$ cat src/core/wave_seq_pkg.sv
`default_nettype none
package wave_seq_pkg;

  // Register indices; the byte address on the bus is four times the index.
  localparam logic [5:0] IDX_TRIGGER    = 6'h0C;
  localparam logic [5:0] IDX_SLOT_FIRST = 6'h0F;
  localparam logic [5:0] IDX_SLOT_SIX   = 6'h14;
  localparam logic [5:0] IDX_SLOT_SEVEN = 6'h15;
  localparam logic [5:0] IDX_SLOT_LAST  = 6'h16;
  localparam logic [5:0] IDX_STATUS     = 6'h18;

  // Byte address bits that select a register word.
  localparam int ADDR_LSB = 2;
  localparam int ADDR_MSB = 7;

  // Slot layout: delay flag on top, identifier or delay count below.
  localparam int SLOT_W        = 8;
  localparam int SLOT_FLAG_BIT = 7;
  localparam int SLOT_VAL_W    = 7;
  localparam int SLOT_COUNT    = 8;
  localparam int SLOT_IDX_W    = 3;
  localparam logic [SLOT_W-1:0]     SLOT_RESET = 8'h00;
  localparam logic [SLOT_VAL_W-1:0] SLOT_STOP  = 7'h00;
  localparam logic [SLOT_IDX_W-1:0] SLOT_LAST  = 3'h7;

  // Trigger and status fields.
  localparam int TRIGGER_GO_BIT   = 0;
  localparam int STATUS_BUSY_BIT  = 0;
  localparam int STATUS_DELAY_BIT = 1;
  localparam int STATUS_SLOT_LSB  = 4;

  // Delay unit: 10 ms at a 10 MHz clock.
  localparam int DELAY_UNIT_MS     = 10;
  localparam int CLK_HZ            = 10_000_000;
  localparam int DELAY_UNIT_CYCLES = DELAY_UNIT_MS * (CLK_HZ / 1000);
  localparam int TICK_CNT_W        = 24;

  // AHB transfer type that starts a transfer.
  localparam logic [1:0] HTRANS_NONSEQ = 2'h2;

endpackage : wave_seq_pkg
`default_nettype wire

$ cat src/core/delay_timer.sv
`default_nettype none
// Counts a number of delay units and pulses done after the last one.
module delay_timer #(
  parameter int UNIT_CYCLES = wave_seq_pkg::DELAY_UNIT_CYCLES
) (
  // Clock and reset.
  input  wire logic                                hclk,
  input  wire logic                                hresetn,
  // Control.
  input  wire logic                                start,
  input  wire logic                                abort,
  input  wire logic [wave_seq_pkg::SLOT_VAL_W-1:0] units,
  // Result.
  output logic                                     running,
  output logic                                     done
);

  // Cycle count within one unit, and units left.
  logic [wave_seq_pkg::TICK_CNT_W-1:0] tick_ff;
  logic [wave_seq_pkg::SLOT_VAL_W-1:0] units_ff;
  logic                                running_ff;
  logic                                done_ff;

  // Last cycle of a unit, and last unit of the delay.
  wire unit_end = (tick_ff == wave_seq_pkg::TICK_CNT_W'(UNIT_CYCLES - 1));
  wire last_unit = (units_ff == wave_seq_pkg::SLOT_VAL_W'(1));

  // Abort wins over start so that a stopped sequence leaves no timer behind.
  always_ff @(posedge hclk or negedge hresetn) begin
    if (!hresetn) begin
      tick_ff    <= '0;
      units_ff   <= '0;
      running_ff <= 1'b0;
      done_ff    <= 1'b0;
    end else if (abort) begin
      running_ff <= 1'b0;
      done_ff    <= 1'b0;
    end else if (start) begin
      tick_ff    <= '0;
      units_ff   <= units;
      running_ff <= (units != '0);
      done_ff    <= (units == '0);
    end else if (running_ff) begin
      tick_ff  <= unit_end ? '0 : tick_ff + 1'b1;
      units_ff <= unit_end ? units_ff - 1'b1 : units_ff;
      running_ff <= !(unit_end && last_unit);
      done_ff    <= unit_end && last_unit;
    end else begin
      done_ff <= 1'b0;
    end
  end

  assign running = running_ff;
  assign done    = done_ff;

endmodule : delay_timer
`default_nettype wire

$ cat src/core/wave_sequencer.sv
// The AHB-Lite register port is this design's own decision.
`default_nettype none
module wave_sequencer #(
  parameter int DELAY_UNIT_CYCLES = wave_seq_pkg::DELAY_UNIT_CYCLES
) (
  // Clock and reset.
  input  wire logic        hclk,
  input  wire logic        hresetn,
  // AHB-Lite slave.
  input  wire logic        hsel,
  input  wire logic [31:0] haddr,
  input  wire logic [1:0]  htrans,
  input  wire logic        hwrite,
  input  wire logic [2:0]  hsize,
  input  wire logic [31:0] hwdata,
  input  wire logic        hready,
  output logic             hreadyout,
  output logic             hresp,
  output logic [31:0]      hrdata,
  // Waveform playback engine.
  output logic             wave_start,
  output logic [6:0]       wave_id,
  input  wire logic        wave_done,
  // Sequencer state for the rest of the device.
  output logic             seq_busy,
  output logic             engine_idle
);

  // Bus side. The slave answers every transfer at once and always with OKAY,
  // so hreadyout is tied high. A write is captured in its address phase and
  // lands at the edge that ends its data phase. A read loads its data at the
  // edge that ends its address phase and holds it until the next read.
  // A read issued right behind a write to the same word therefore sees the
  // old value; software that reads back must leave one idle cycle between.

  // Playback side. A trigger write of one starts the walk at the first slot.
  // Each slot is looked at only when the walk reaches it, so software may
  // still edit slots that lie ahead of the walk. A fetched slot either ends
  // the walk, starts the delay timer or starts the engine with its identifier.
  // After a waveform reports done, or a delay runs out, the walk moves to the
  // next slot. It ends after the last slot in any case.

  // Limitation: a trigger write of zero drops the walk at once, but the engine
  // is not told. A waveform already under way keeps playing and its done pulse
  // is then ignored. A caller that needs a quiet stop must halt the engine too.

  // Timing: the engine sees its start pulse two cycles after the trigger is set,
  // and one cycle after each following fetch. The fetch cycle is the price of
  // reading the slot from the array rather than from a prefetched copy.

  // States. IDLE waits for the trigger. FETCH looks at the current slot for
  // one cycle. PLAY waits for the engine's done pulse. DELAY waits for the
  // timer. Every state falls back to IDLE when software clears the trigger.

  // Reset clears every slot, the trigger and the walk, so the engine sees no
  // request until software has written both a slot and the trigger.

  typedef enum logic [1:0] {
    ST_IDLE,
    ST_FETCH,
    ST_PLAY,
    ST_DELAY
  } seq_state_e;

  // Slot storage, one entry per sequence position. Eight bytes are cheap
  // enough to keep in flops, which lets the walk read any slot at once.
  logic [wave_seq_pkg::SLOT_W-1:0] slots_ff [wave_seq_pkg::SLOT_COUNT];
  // Trigger bit; also shows whether playback is still running.
  logic                            go_ff;
  // Registered data-phase information of a write, and the read data. The write data phase needs the
  // address that the bus showed one cycle earlier.
  logic                            wr_pend_ff;
  logic [5:0]                      wr_idx_ff;
  logic [31:0]                     rdata_ff;
  // Sequencer state.
  seq_state_e                      state_ff;
  seq_state_e                      nxt_state;
  logic [wave_seq_pkg::SLOT_IDX_W-1:0] slot_ff;
  logic [wave_seq_pkg::SLOT_IDX_W-1:0] nxt_slot;
  logic                            wave_start_ff;
  logic [6:0]                      wave_id_ff;

  // Address phase decode. Only NONSEQ starts a transfer; the size is not
  // looked at because every register is one whole word.
  wire       addr_phase = hsel && hready && (htrans == wave_seq_pkg::HTRANS_NONSEQ);
  wire [5:0] addr_idx   = haddr[wave_seq_pkg::ADDR_MSB:wave_seq_pkg::ADDR_LSB];
  wire       rd_req     = addr_phase && !hwrite;
  wire       wr_req     = addr_phase && hwrite;

  // Write decode in the data phase. Writes to indices outside the map are
  // dropped without an error response.
  wire       wr_trigger = wr_pend_ff && (wr_idx_ff == wave_seq_pkg::IDX_TRIGGER);
  wire       wr_slot    = wr_pend_ff && (wr_idx_ff >= wave_seq_pkg::IDX_SLOT_FIRST)
                                     && (wr_idx_ff <= wave_seq_pkg::IDX_SLOT_LAST);
  wire [5:0] wr_off     = wr_idx_ff - wave_seq_pkg::IDX_SLOT_FIRST;
  wire [wave_seq_pkg::SLOT_IDX_W-1:0] wr_slot_idx = wr_off[wave_seq_pkg::SLOT_IDX_W-1:0];
  wire       go_write1  = wr_trigger && hwdata[wave_seq_pkg::TRIGGER_GO_BIT];
  wire       go_write0  = wr_trigger && !hwdata[wave_seq_pkg::TRIGGER_GO_BIT];

  // Read decode in the address phase. The slot offset is only meaningful
  // while the index lies inside the slot range.
  wire       rd_slot    = (addr_idx >= wave_seq_pkg::IDX_SLOT_FIRST)
                       && (addr_idx <= wave_seq_pkg::IDX_SLOT_LAST);
  wire [5:0] rd_off     = addr_idx - wave_seq_pkg::IDX_SLOT_FIRST;
  wire [wave_seq_pkg::SLOT_IDX_W-1:0] rd_slot_idx = rd_off[wave_seq_pkg::SLOT_IDX_W-1:0];

  // Named views of the two slots that sit at sequence_slot_six and sequence_slot_seven.
  // The walk indexes the array directly; these views give the two slots
  // their field names for anyone probing the block.
  wire [wave_seq_pkg::SLOT_W-1:0] sequence_slot_six   = slots_ff[5];
  wire [wave_seq_pkg::SLOT_W-1:0] sequence_slot_seven = slots_ff[6];
  wire       slot_six_delay_flag   = sequence_slot_six[wave_seq_pkg::SLOT_FLAG_BIT];
  wire [6:0] slot_six_entry        = sequence_slot_six[wave_seq_pkg::SLOT_VAL_W-1:0];
  wire       slot_seven_delay_flag = sequence_slot_seven[wave_seq_pkg::SLOT_FLAG_BIT];
  wire [6:0] slot_seven_entry      = sequence_slot_seven[wave_seq_pkg::SLOT_VAL_W-1:0];

  // Current slot fields as seen by the sequencer. A zero value stops the
  // walk whatever the delay flag says.
  wire [wave_seq_pkg::SLOT_W-1:0] cur_slot = slots_ff[slot_ff];
  wire       cur_delay = cur_slot[wave_seq_pkg::SLOT_FLAG_BIT];
  wire [6:0] cur_value = cur_slot[wave_seq_pkg::SLOT_VAL_W-1:0];
  wire       cur_stop  = (cur_value == wave_seq_pkg::SLOT_STOP);
  wire       last_slot = (slot_ff == wave_seq_pkg::SLOT_LAST);

  // Delay timer control. The timer starts in the fetch cycle of a delay
  // entry and is dropped by a trigger clear.
  wire       delay_start = (state_ff == ST_FETCH) && go_ff && !cur_stop && cur_delay;
  wire       delay_done;
  wire       delay_running;
  wire       abort       = go_write0;

  // Entry finished: a waveform reported done or a delay ran out.
  wire       entry_end   = ((state_ff == ST_PLAY) && wave_done)
                        || ((state_ff == ST_DELAY) && delay_done);
  // Sequence ends on a zero entry or after the eighth slot.
  wire       seq_end     = ((state_ff == ST_FETCH) && cur_stop)
                        || (entry_end && last_slot);

  // Start of a waveform: a fetched slot that is neither a stop nor a delay.
  // A clear of the trigger in the same cycle suppresses it.
  wire       play_start  = (state_ff == ST_FETCH) && !cur_stop && !cur_delay && !go_write0;
  // Delay bit of the status word.
  wire       delay_active = (state_ff == ST_DELAY);

  // Status word built from live sequencer state. Fields sit at the package's
  // bit positions and every other bit reads as zero.
  logic [31:0] status_word;
  always_comb begin
    status_word = 32'h00000000;
    status_word[wave_seq_pkg::STATUS_BUSY_BIT]  = go_ff;
    status_word[wave_seq_pkg::STATUS_DELAY_BIT] = delay_active;
    status_word[wave_seq_pkg::STATUS_SLOT_LSB +: wave_seq_pkg::SLOT_IDX_W] = slot_ff;
  end

  // Read data mux; unmapped indices read as zero. Slots fill the low byte
  // and their upper bits read as zero.
  wire [31:0] rd_mux =
      rd_slot                                  ? {24'h000000, slots_ff[rd_slot_idx]} :
      (addr_idx == wave_seq_pkg::IDX_TRIGGER)  ? {31'h00000000, go_ff} :
      (addr_idx == wave_seq_pkg::IDX_STATUS)   ? status_word :
                                                 32'h00000000;

  // Timer for delay entries. It keeps its own counters so that the state
  // machine only has to wait for its done pulse.
  delay_timer #(
    .UNIT_CYCLES (DELAY_UNIT_CYCLES)
  ) u_delay_timer (
    .hclk    (hclk),
    .hresetn (hresetn),
    .start   (delay_start),
    .abort   (abort),
    .units   (cur_value),
    .running (delay_running),
    .done    (delay_done)
  );

  // Capture the address phase of a write for use in its data phase.
  // The index follows the bus every cycle; only the pending flag qualifies it.
  always_ff @(posedge hclk or negedge hresetn) begin
    if (!hresetn) begin
      wr_pend_ff <= 1'b0;
      wr_idx_ff  <= 6'h00;
    end else begin
      wr_pend_ff <= wr_req;
      wr_idx_ff  <= addr_idx;
    end
  end

  // Read data is registered so it stands throughout the data phase.
  // It holds between reads, so idle cycles never disturb a value in flight.
  always_ff @(posedge hclk or negedge hresetn) begin
    if (!hresetn) begin
      rdata_ff <= 32'h00000000;
    end else if (rd_req) begin
      rdata_ff <= rd_mux;
    end
  end

  // Slot writes use only the low byte of the write data.
  // Slot writes; software may rewrite slots at any time, the sequencer
  // reads the slot when it reaches it, so late edits still take effect.
  always_ff @(posedge hclk or negedge hresetn) begin
    if (!hresetn) begin
      for (int i = 0; i < wave_seq_pkg::SLOT_COUNT; i++) begin
        slots_ff[i] <= wave_seq_pkg::SLOT_RESET;
      end
    end else if (wr_slot) begin
      slots_ff[wr_slot_idx] <= hwdata[wave_seq_pkg::SLOT_W-1:0];
    end
  end

  // Trigger bit: a write of one sets it, the end of the sequence clears it.
  // A write of zero clears it as well and so aborts the walk.
  // A set in the same cycle as the end wins, so the new request is kept.
  always_ff @(posedge hclk or negedge hresetn) begin
    if (!hresetn) begin
      go_ff <= 1'b0;
    end else if (go_write1) begin
      go_ff <= 1'b1;
    end else if (go_write0 || seq_end) begin
      go_ff <= 1'b0;
    end
  end

  // Next state of the sequencer. The slot index only moves on the way from
  // a finished entry to the next fetch, or back to zero on a new trigger.
  always_comb begin
    nxt_state = state_ff;
    nxt_slot  = slot_ff;
    unique case (state_ff)
      ST_IDLE: begin
        // A fresh trigger always starts at the first slot.
        if (go_ff) begin
          nxt_state = ST_FETCH;
          nxt_slot  = '0;
        end
      end
      ST_FETCH: begin
        // The slot is read here, at the moment the walk reaches it.
        if (cur_stop) begin
          nxt_state = ST_IDLE;
        end else if (cur_delay) begin
          nxt_state = ST_DELAY;
        end else begin
          nxt_state = ST_PLAY;
        end
      end
      ST_PLAY, ST_DELAY: begin
        // The engine's done pulse counts only while a waveform plays.
        if (entry_end) begin
          if (last_slot) begin
            nxt_state = ST_IDLE;
          end else begin
            nxt_state = ST_FETCH;
            nxt_slot  = slot_ff + 1'b1;
          end
        end
      end
    endcase
    // Clearing the trigger abandons playback at once.
    if (go_write0) begin
      nxt_state = ST_IDLE;
    end
  end

  // Sequencer state registers. Both move together so that the fetch always
  // sees the slot index that belongs to it.
  always_ff @(posedge hclk or negedge hresetn) begin
    if (!hresetn) begin
      state_ff <= ST_IDLE;
      slot_ff  <= '0;
    end else begin
      state_ff <= nxt_state;
      slot_ff  <= nxt_slot;
    end
  end

  // Start pulse and identifier for the playback engine. The identifier moves
  // only with a start, so a stop entry or an abort leaves the last one shown.
  always_ff @(posedge hclk or negedge hresetn) begin
    if (!hresetn) begin
      wave_start_ff <= 1'b0;
      wave_id_ff    <= 7'h00;
    end else begin
      wave_start_ff <= play_start;
      // Load the identifier together with the start pulse.
      if (play_start) begin
        wave_id_ff <= cur_value;
      end
    end
  end

  // Bus answers: zero wait states, always OKAY.
  // Nothing in the map can be slow, so no wait state is ever needed.
  assign hreadyout   = 1'b1;
  assign hresp       = 1'b0;
  assign hrdata      = rdata_ff;

  // Engine and state outputs.
  assign wave_start  = wave_start_ff;
  assign wave_id     = wave_id_ff;
  assign seq_busy    = go_ff;
  assign engine_idle = delay_running;

endmodule : wave_sequencer
`default_nettype wire

$ cat config.mk
export PLATFORM = sky130hd
export DESIGN_NAME = wave_sequencer
export DESIGN_NICKNAME = d
export VERILOG_FILES = /design/src/core/wave_seq_pkg.sv /design/src/core/delay_timer.sv /design/src/core/wave_sequencer.sv
export SDC_FILE = /design/constraint.sdc
export NUM_CORES = 1
export LEC_CHECK = 0
export BUFFER_PORTS_ARGS = -buffer_cell sky130_fd_sc_hd__buf_4
export CELL_PAD_IN_SITES_DETAIL_PLACEMENT = 1
export CELL_PAD_IN_SITES_GLOBAL_PLACEMENT = 2
export CORE_MARGIN = 4
export CORE_UTILIZATION = 25
export CTS_BUF_LIST = sky130_fd_sc_hd__clkbuf_4
export DETAILED_ROUTE_END_ITERATION = 6
export PLACE_DENSITY = 0.62
export RECOVER_POWER = 100
export SETUP_SLACK_MARGIN = 0.15
export SLEW_MARGIN = 20
export SYNTH_ARGS = -nofsm -noshare
export SYNTH_HDL_FRONTEND = slang
export SYNTH_SLANG_ARGS = --single-unit
$ cat constraint.sdc
create_clock -name hclk -period 2.5 [get_ports hclk]
set_input_delay 0.5 -clock hclk [delete_from_list [all_inputs] [get_ports hclk]]
set_output_delay 0.5 -clock hclk [all_outputs]
set_load 0.05 [all_outputs]
==> run summary <==
The top cell types in the final layout, fill and taps aside, are 126 x dfrtp_1, 67 x mux2_2, 63 x buf_4, 38 x nand2_1, 35 x nor2_1. The clock-pin slew on the worst setup and hold paths is ~0.14 ns. No sink is reached through more buffers than the 2 on the longest clock path.

After detailed routing, the number of vias per cell comes to slightly below 5. The final count of pins violating max slew came to 0. The checks that failed: setup timing.

The detailed placement HPWL is between 10 and 15 mm. The critical path data required time came out at 2.97 ns. The die outline area came out at roughly 0.031 mm^2. Detailed routing inserted a total of 5393 vias. For this design, the sink count on the clock tree is 126. STA puts the critical path data arrival time at 3.12 ns.

The height of the die came out at 175 um. The area growth from synthesis to layout came out at 25.3%. STA classifies the critical path endpoint as a register.

TritonCTS built the clock tree. The global-route wire length before repair came out at approximately 34 mm. The number of global-route vias before repair is ~6100. The iteration count of the initial detailed-routing pass is 4. The post-detailed-route wirelength per cell came out at 19.1 um. The overflow left after global routing came out at 0. The highest clock frequency the design can meet came out at approximately 380 MHz.

The type of the most critical hold path is in2reg. The initial antenna violation count came out at 0. The leakage power came out at 0.00385 uW.

The number of flops mapped to enable cells by yosys came out at 0. The cell sitting at the root of the clock tree is a clkbuf_4. After synthesis, the cell types taking the most area are dfrtp_1 45%, mux2_2 12%, mux4_2 10%. Of the available clock period, the critical path in the final layout requires 106%. The total of max-cap violations is 0. Setup repair after global routing could not meet its margin everywhere. The final clock skew is approximately 0.024 ns.

At the end of routability-driven placement, the weighted congestion stood at about 0.76. The kind of launch point of the worst setup path is a register. IR analysis of the VDD net gives a maximum drop of between 0.2 and 0.3 mV. The flow ran to the end, but the final reports show violations. In the global route stage, overall resource usage came out at 14.0%. The power per cell area came out at 821 mW/mm^2.

The total non-filler cell area in the finished layout is roughly 0.009 mm^2. The proportion of layout cells with a drive suffix above 1 came out at a little over a third. The floorplan row count came out at 60.

The most used flip-flop cell after synthesis is dfrtp_1. The share of synthesized area occupied by flip-flops and latches came out at around 45%. The count of nets left with antenna violations once routing finished came out at 0. The TritonCTS buffer count came out at 17. After layout, the worst setup slack is -0.155 ns. The count of filler cells inserted in the layout is ~3000. The final-stage net count is about 800. For the pin with the worst max-slew slack, the measured transition is roughly 1.4 ns.

The effective utilization at floorplan is about a quarter. Adding up every negative setup slack in the final design gives -2.99 ns. The die span in x is 175 um.

The total of flip-flops plus latches after synthesis is 126. The total inserted antenna cells came out at 0. Counting flops with an async set or reset pin after synthesis yields a share of 100%. The netlist area before placement came out at between 0.006 and 0.007 mm^2. The total of endpoints with negative setup slack in the final report is 38.

During synthesis, Yosys emitted a total of 0 warnings. The biggest area contributor in the post-synthesis netlist is dfrtp_1. The source-to-sink clock delay at the later pin of the worst-skew pair is ~0.54 ns. The average size of a mapped cell came out at around 12 um^2. Port buffering added 39 buffers. The total wire length after detailed routing came out at roughly 21 mm.

The placed instances occupy a cell area of around 0.0082 mm^2. Summed over its instances, the top area cell type makes up between 40% and 50% of the synthesized netlist area. The worst max-slew margin expressed relative to the limit came out at 8.03%. In this run the number of H-tree levels came out at 4. The violation count after the first detailed-route iteration came out at around 220. The time the worst path needs with I/O delays and setup is 2.65 ns. The number of top-level pins came out at 119.

Once placement completed, the tool counted placed cells totaling 1057. Entering global routing, the biggest net connects 72 pins. The total count of hold-check failures in the final report came out at 0. The post-synthesis cell count came out at between 600 and 700. The classification of the worst setup path is reg2reg. The largest fanout of any net on the critical path came out at 8. The core outline area is about 0.027 mm^2. Leaving out fill and tap cells, the most frequent cell in the layout is dfrtp_1. The count of different cell masters after synthesis came out at between 50 and 60. The DRC violation count after routing came out at 0. The final cell count without fillers is about 1100.
-- final cells by class --
class | count | area (um^2) | area share (%)
multi-input combinational | 438 | 3830 | 43.7
clock buffer | 18 | 135 | 1.54
sequential | 126 | 3150 | 36.0
tap | 372 | 465 | 5.32
clock inverter | 14 | 201 | 2.30
timing repair buffer | 119 | 910 | 10.4
inverter | 16 | 60.1 | 0.686
-- worst max-delay path: stages, from the launching register on --
cell and delay (ns):
dfrtp_1 0.44, buf_12 0.16, mux4_2 0.50, mux2_4 0.30, nor4_4 0.36, a21oi_4 0.15
buf_12 0.17, or4_1 0.41, nand3_1 0.09
-- repair_timing --
action	4_1_cts	5_1_grt
endpoints found under the hold margin	105	0
setup buffers	9	2
gates cloned	1	1
endpoints found under the setup margin	44	44
gates resized for setup	34	25
hold buffers	1	0
pin swaps	7	8
-- kinds of logic after synthesis --
logic type               share of synthesized area (%)
AND/OR/NAND/NOR                                   13.9
flip-flops                                        45.1
multiplexers                                      24.5
AO/OA/AOI/OAI                                     8.70
buffers and inverters                             5.18
adder cells (fa/ha/maj)                           1.97
XOR/XNOR                                         0.502
other                                            0.107
-- path summary, 6_finish.rpt --
| path | startpoint | to | slack, ns | cells after the start |
|---|---|---|---|---|
| max reg2reg | slot_ff[0] | u_delay_timer.units_ff[5] | -0.15 | 8 |
| max | slot_ff[0] | u_delay_timer.units_ff[5] | -0.15 | 8 |
| min reg2reg | wave_id[5] | wave_id[5] | 0.53 | 1 |
| min | haddr[7] | wr_idx_ff[5] | 0.12 | 1 |
| min in group asynchronous | hresetn | hrdata[1] | 0.31 | 2 |
| max in group asynchronous | hresetn | slots_ff[52] | 0.62 | 3 |
-- stage by stage --
stage	hold WS [ns]	total power [uW]	utilization [%]	worst slack [ns]
floorplan	0.204	4270	-	0.0768
global placement	0.312	5220	30.0	-0.108
detailed placement	0.310	5300	30.0	-0.178
CTS	0.0193	7350	32.2	-0.152
global route	0.0387	7610	32.1	-0.249
finish	0.115	7190	32.1	-0.155
-- cell usage after synthesis (all sizes together) (8+ instances only) --
master,n
ha,11
nor2,37
inv,16
nand2,39
mux2,74
nand3,27
mux2i,16
dfrtp,126
nor3,16
a21o,12
clkbuf,12
nand4,11
a21oi,23
o21ai,21
mux4,32
nor4,8
or3,11
buf,38
-- routing by layer --
metal  vias to the layer above  global-route usage (%)  wire length [um]
li1                       2457                       -                 -
met1                      2833                    16.5              8740
met2                        76                    25.8             11400
met3                        27                    2.40               454
met4                         0                    4.65               459
met5                         -                       0                 0
-- state kept, by name, summed over array words and instances (netlist names), 2 cells and up --
| name | cells |
|---|---|
| u_delay_timer.tick_ff | 24 |
| sequence_slot_seven | 8 |
| slots_ff | 48 |
| state_ff | 2 |
| slot_ff | 3 |
| u_delay_timer.units_ff | 7 |
| wave_id | 7 |
| wr_idx_ff | 6 |
| hrdata | 8 |
| sequence_slot_six | 8 |
-- report_power, final --
group          switching (uW)  internal, uW
registers                 241          2290
logic                    1670          1260
clock network             897           830
total                    2810          4380
Note: power is estimated with default switching activity, not from simulation.
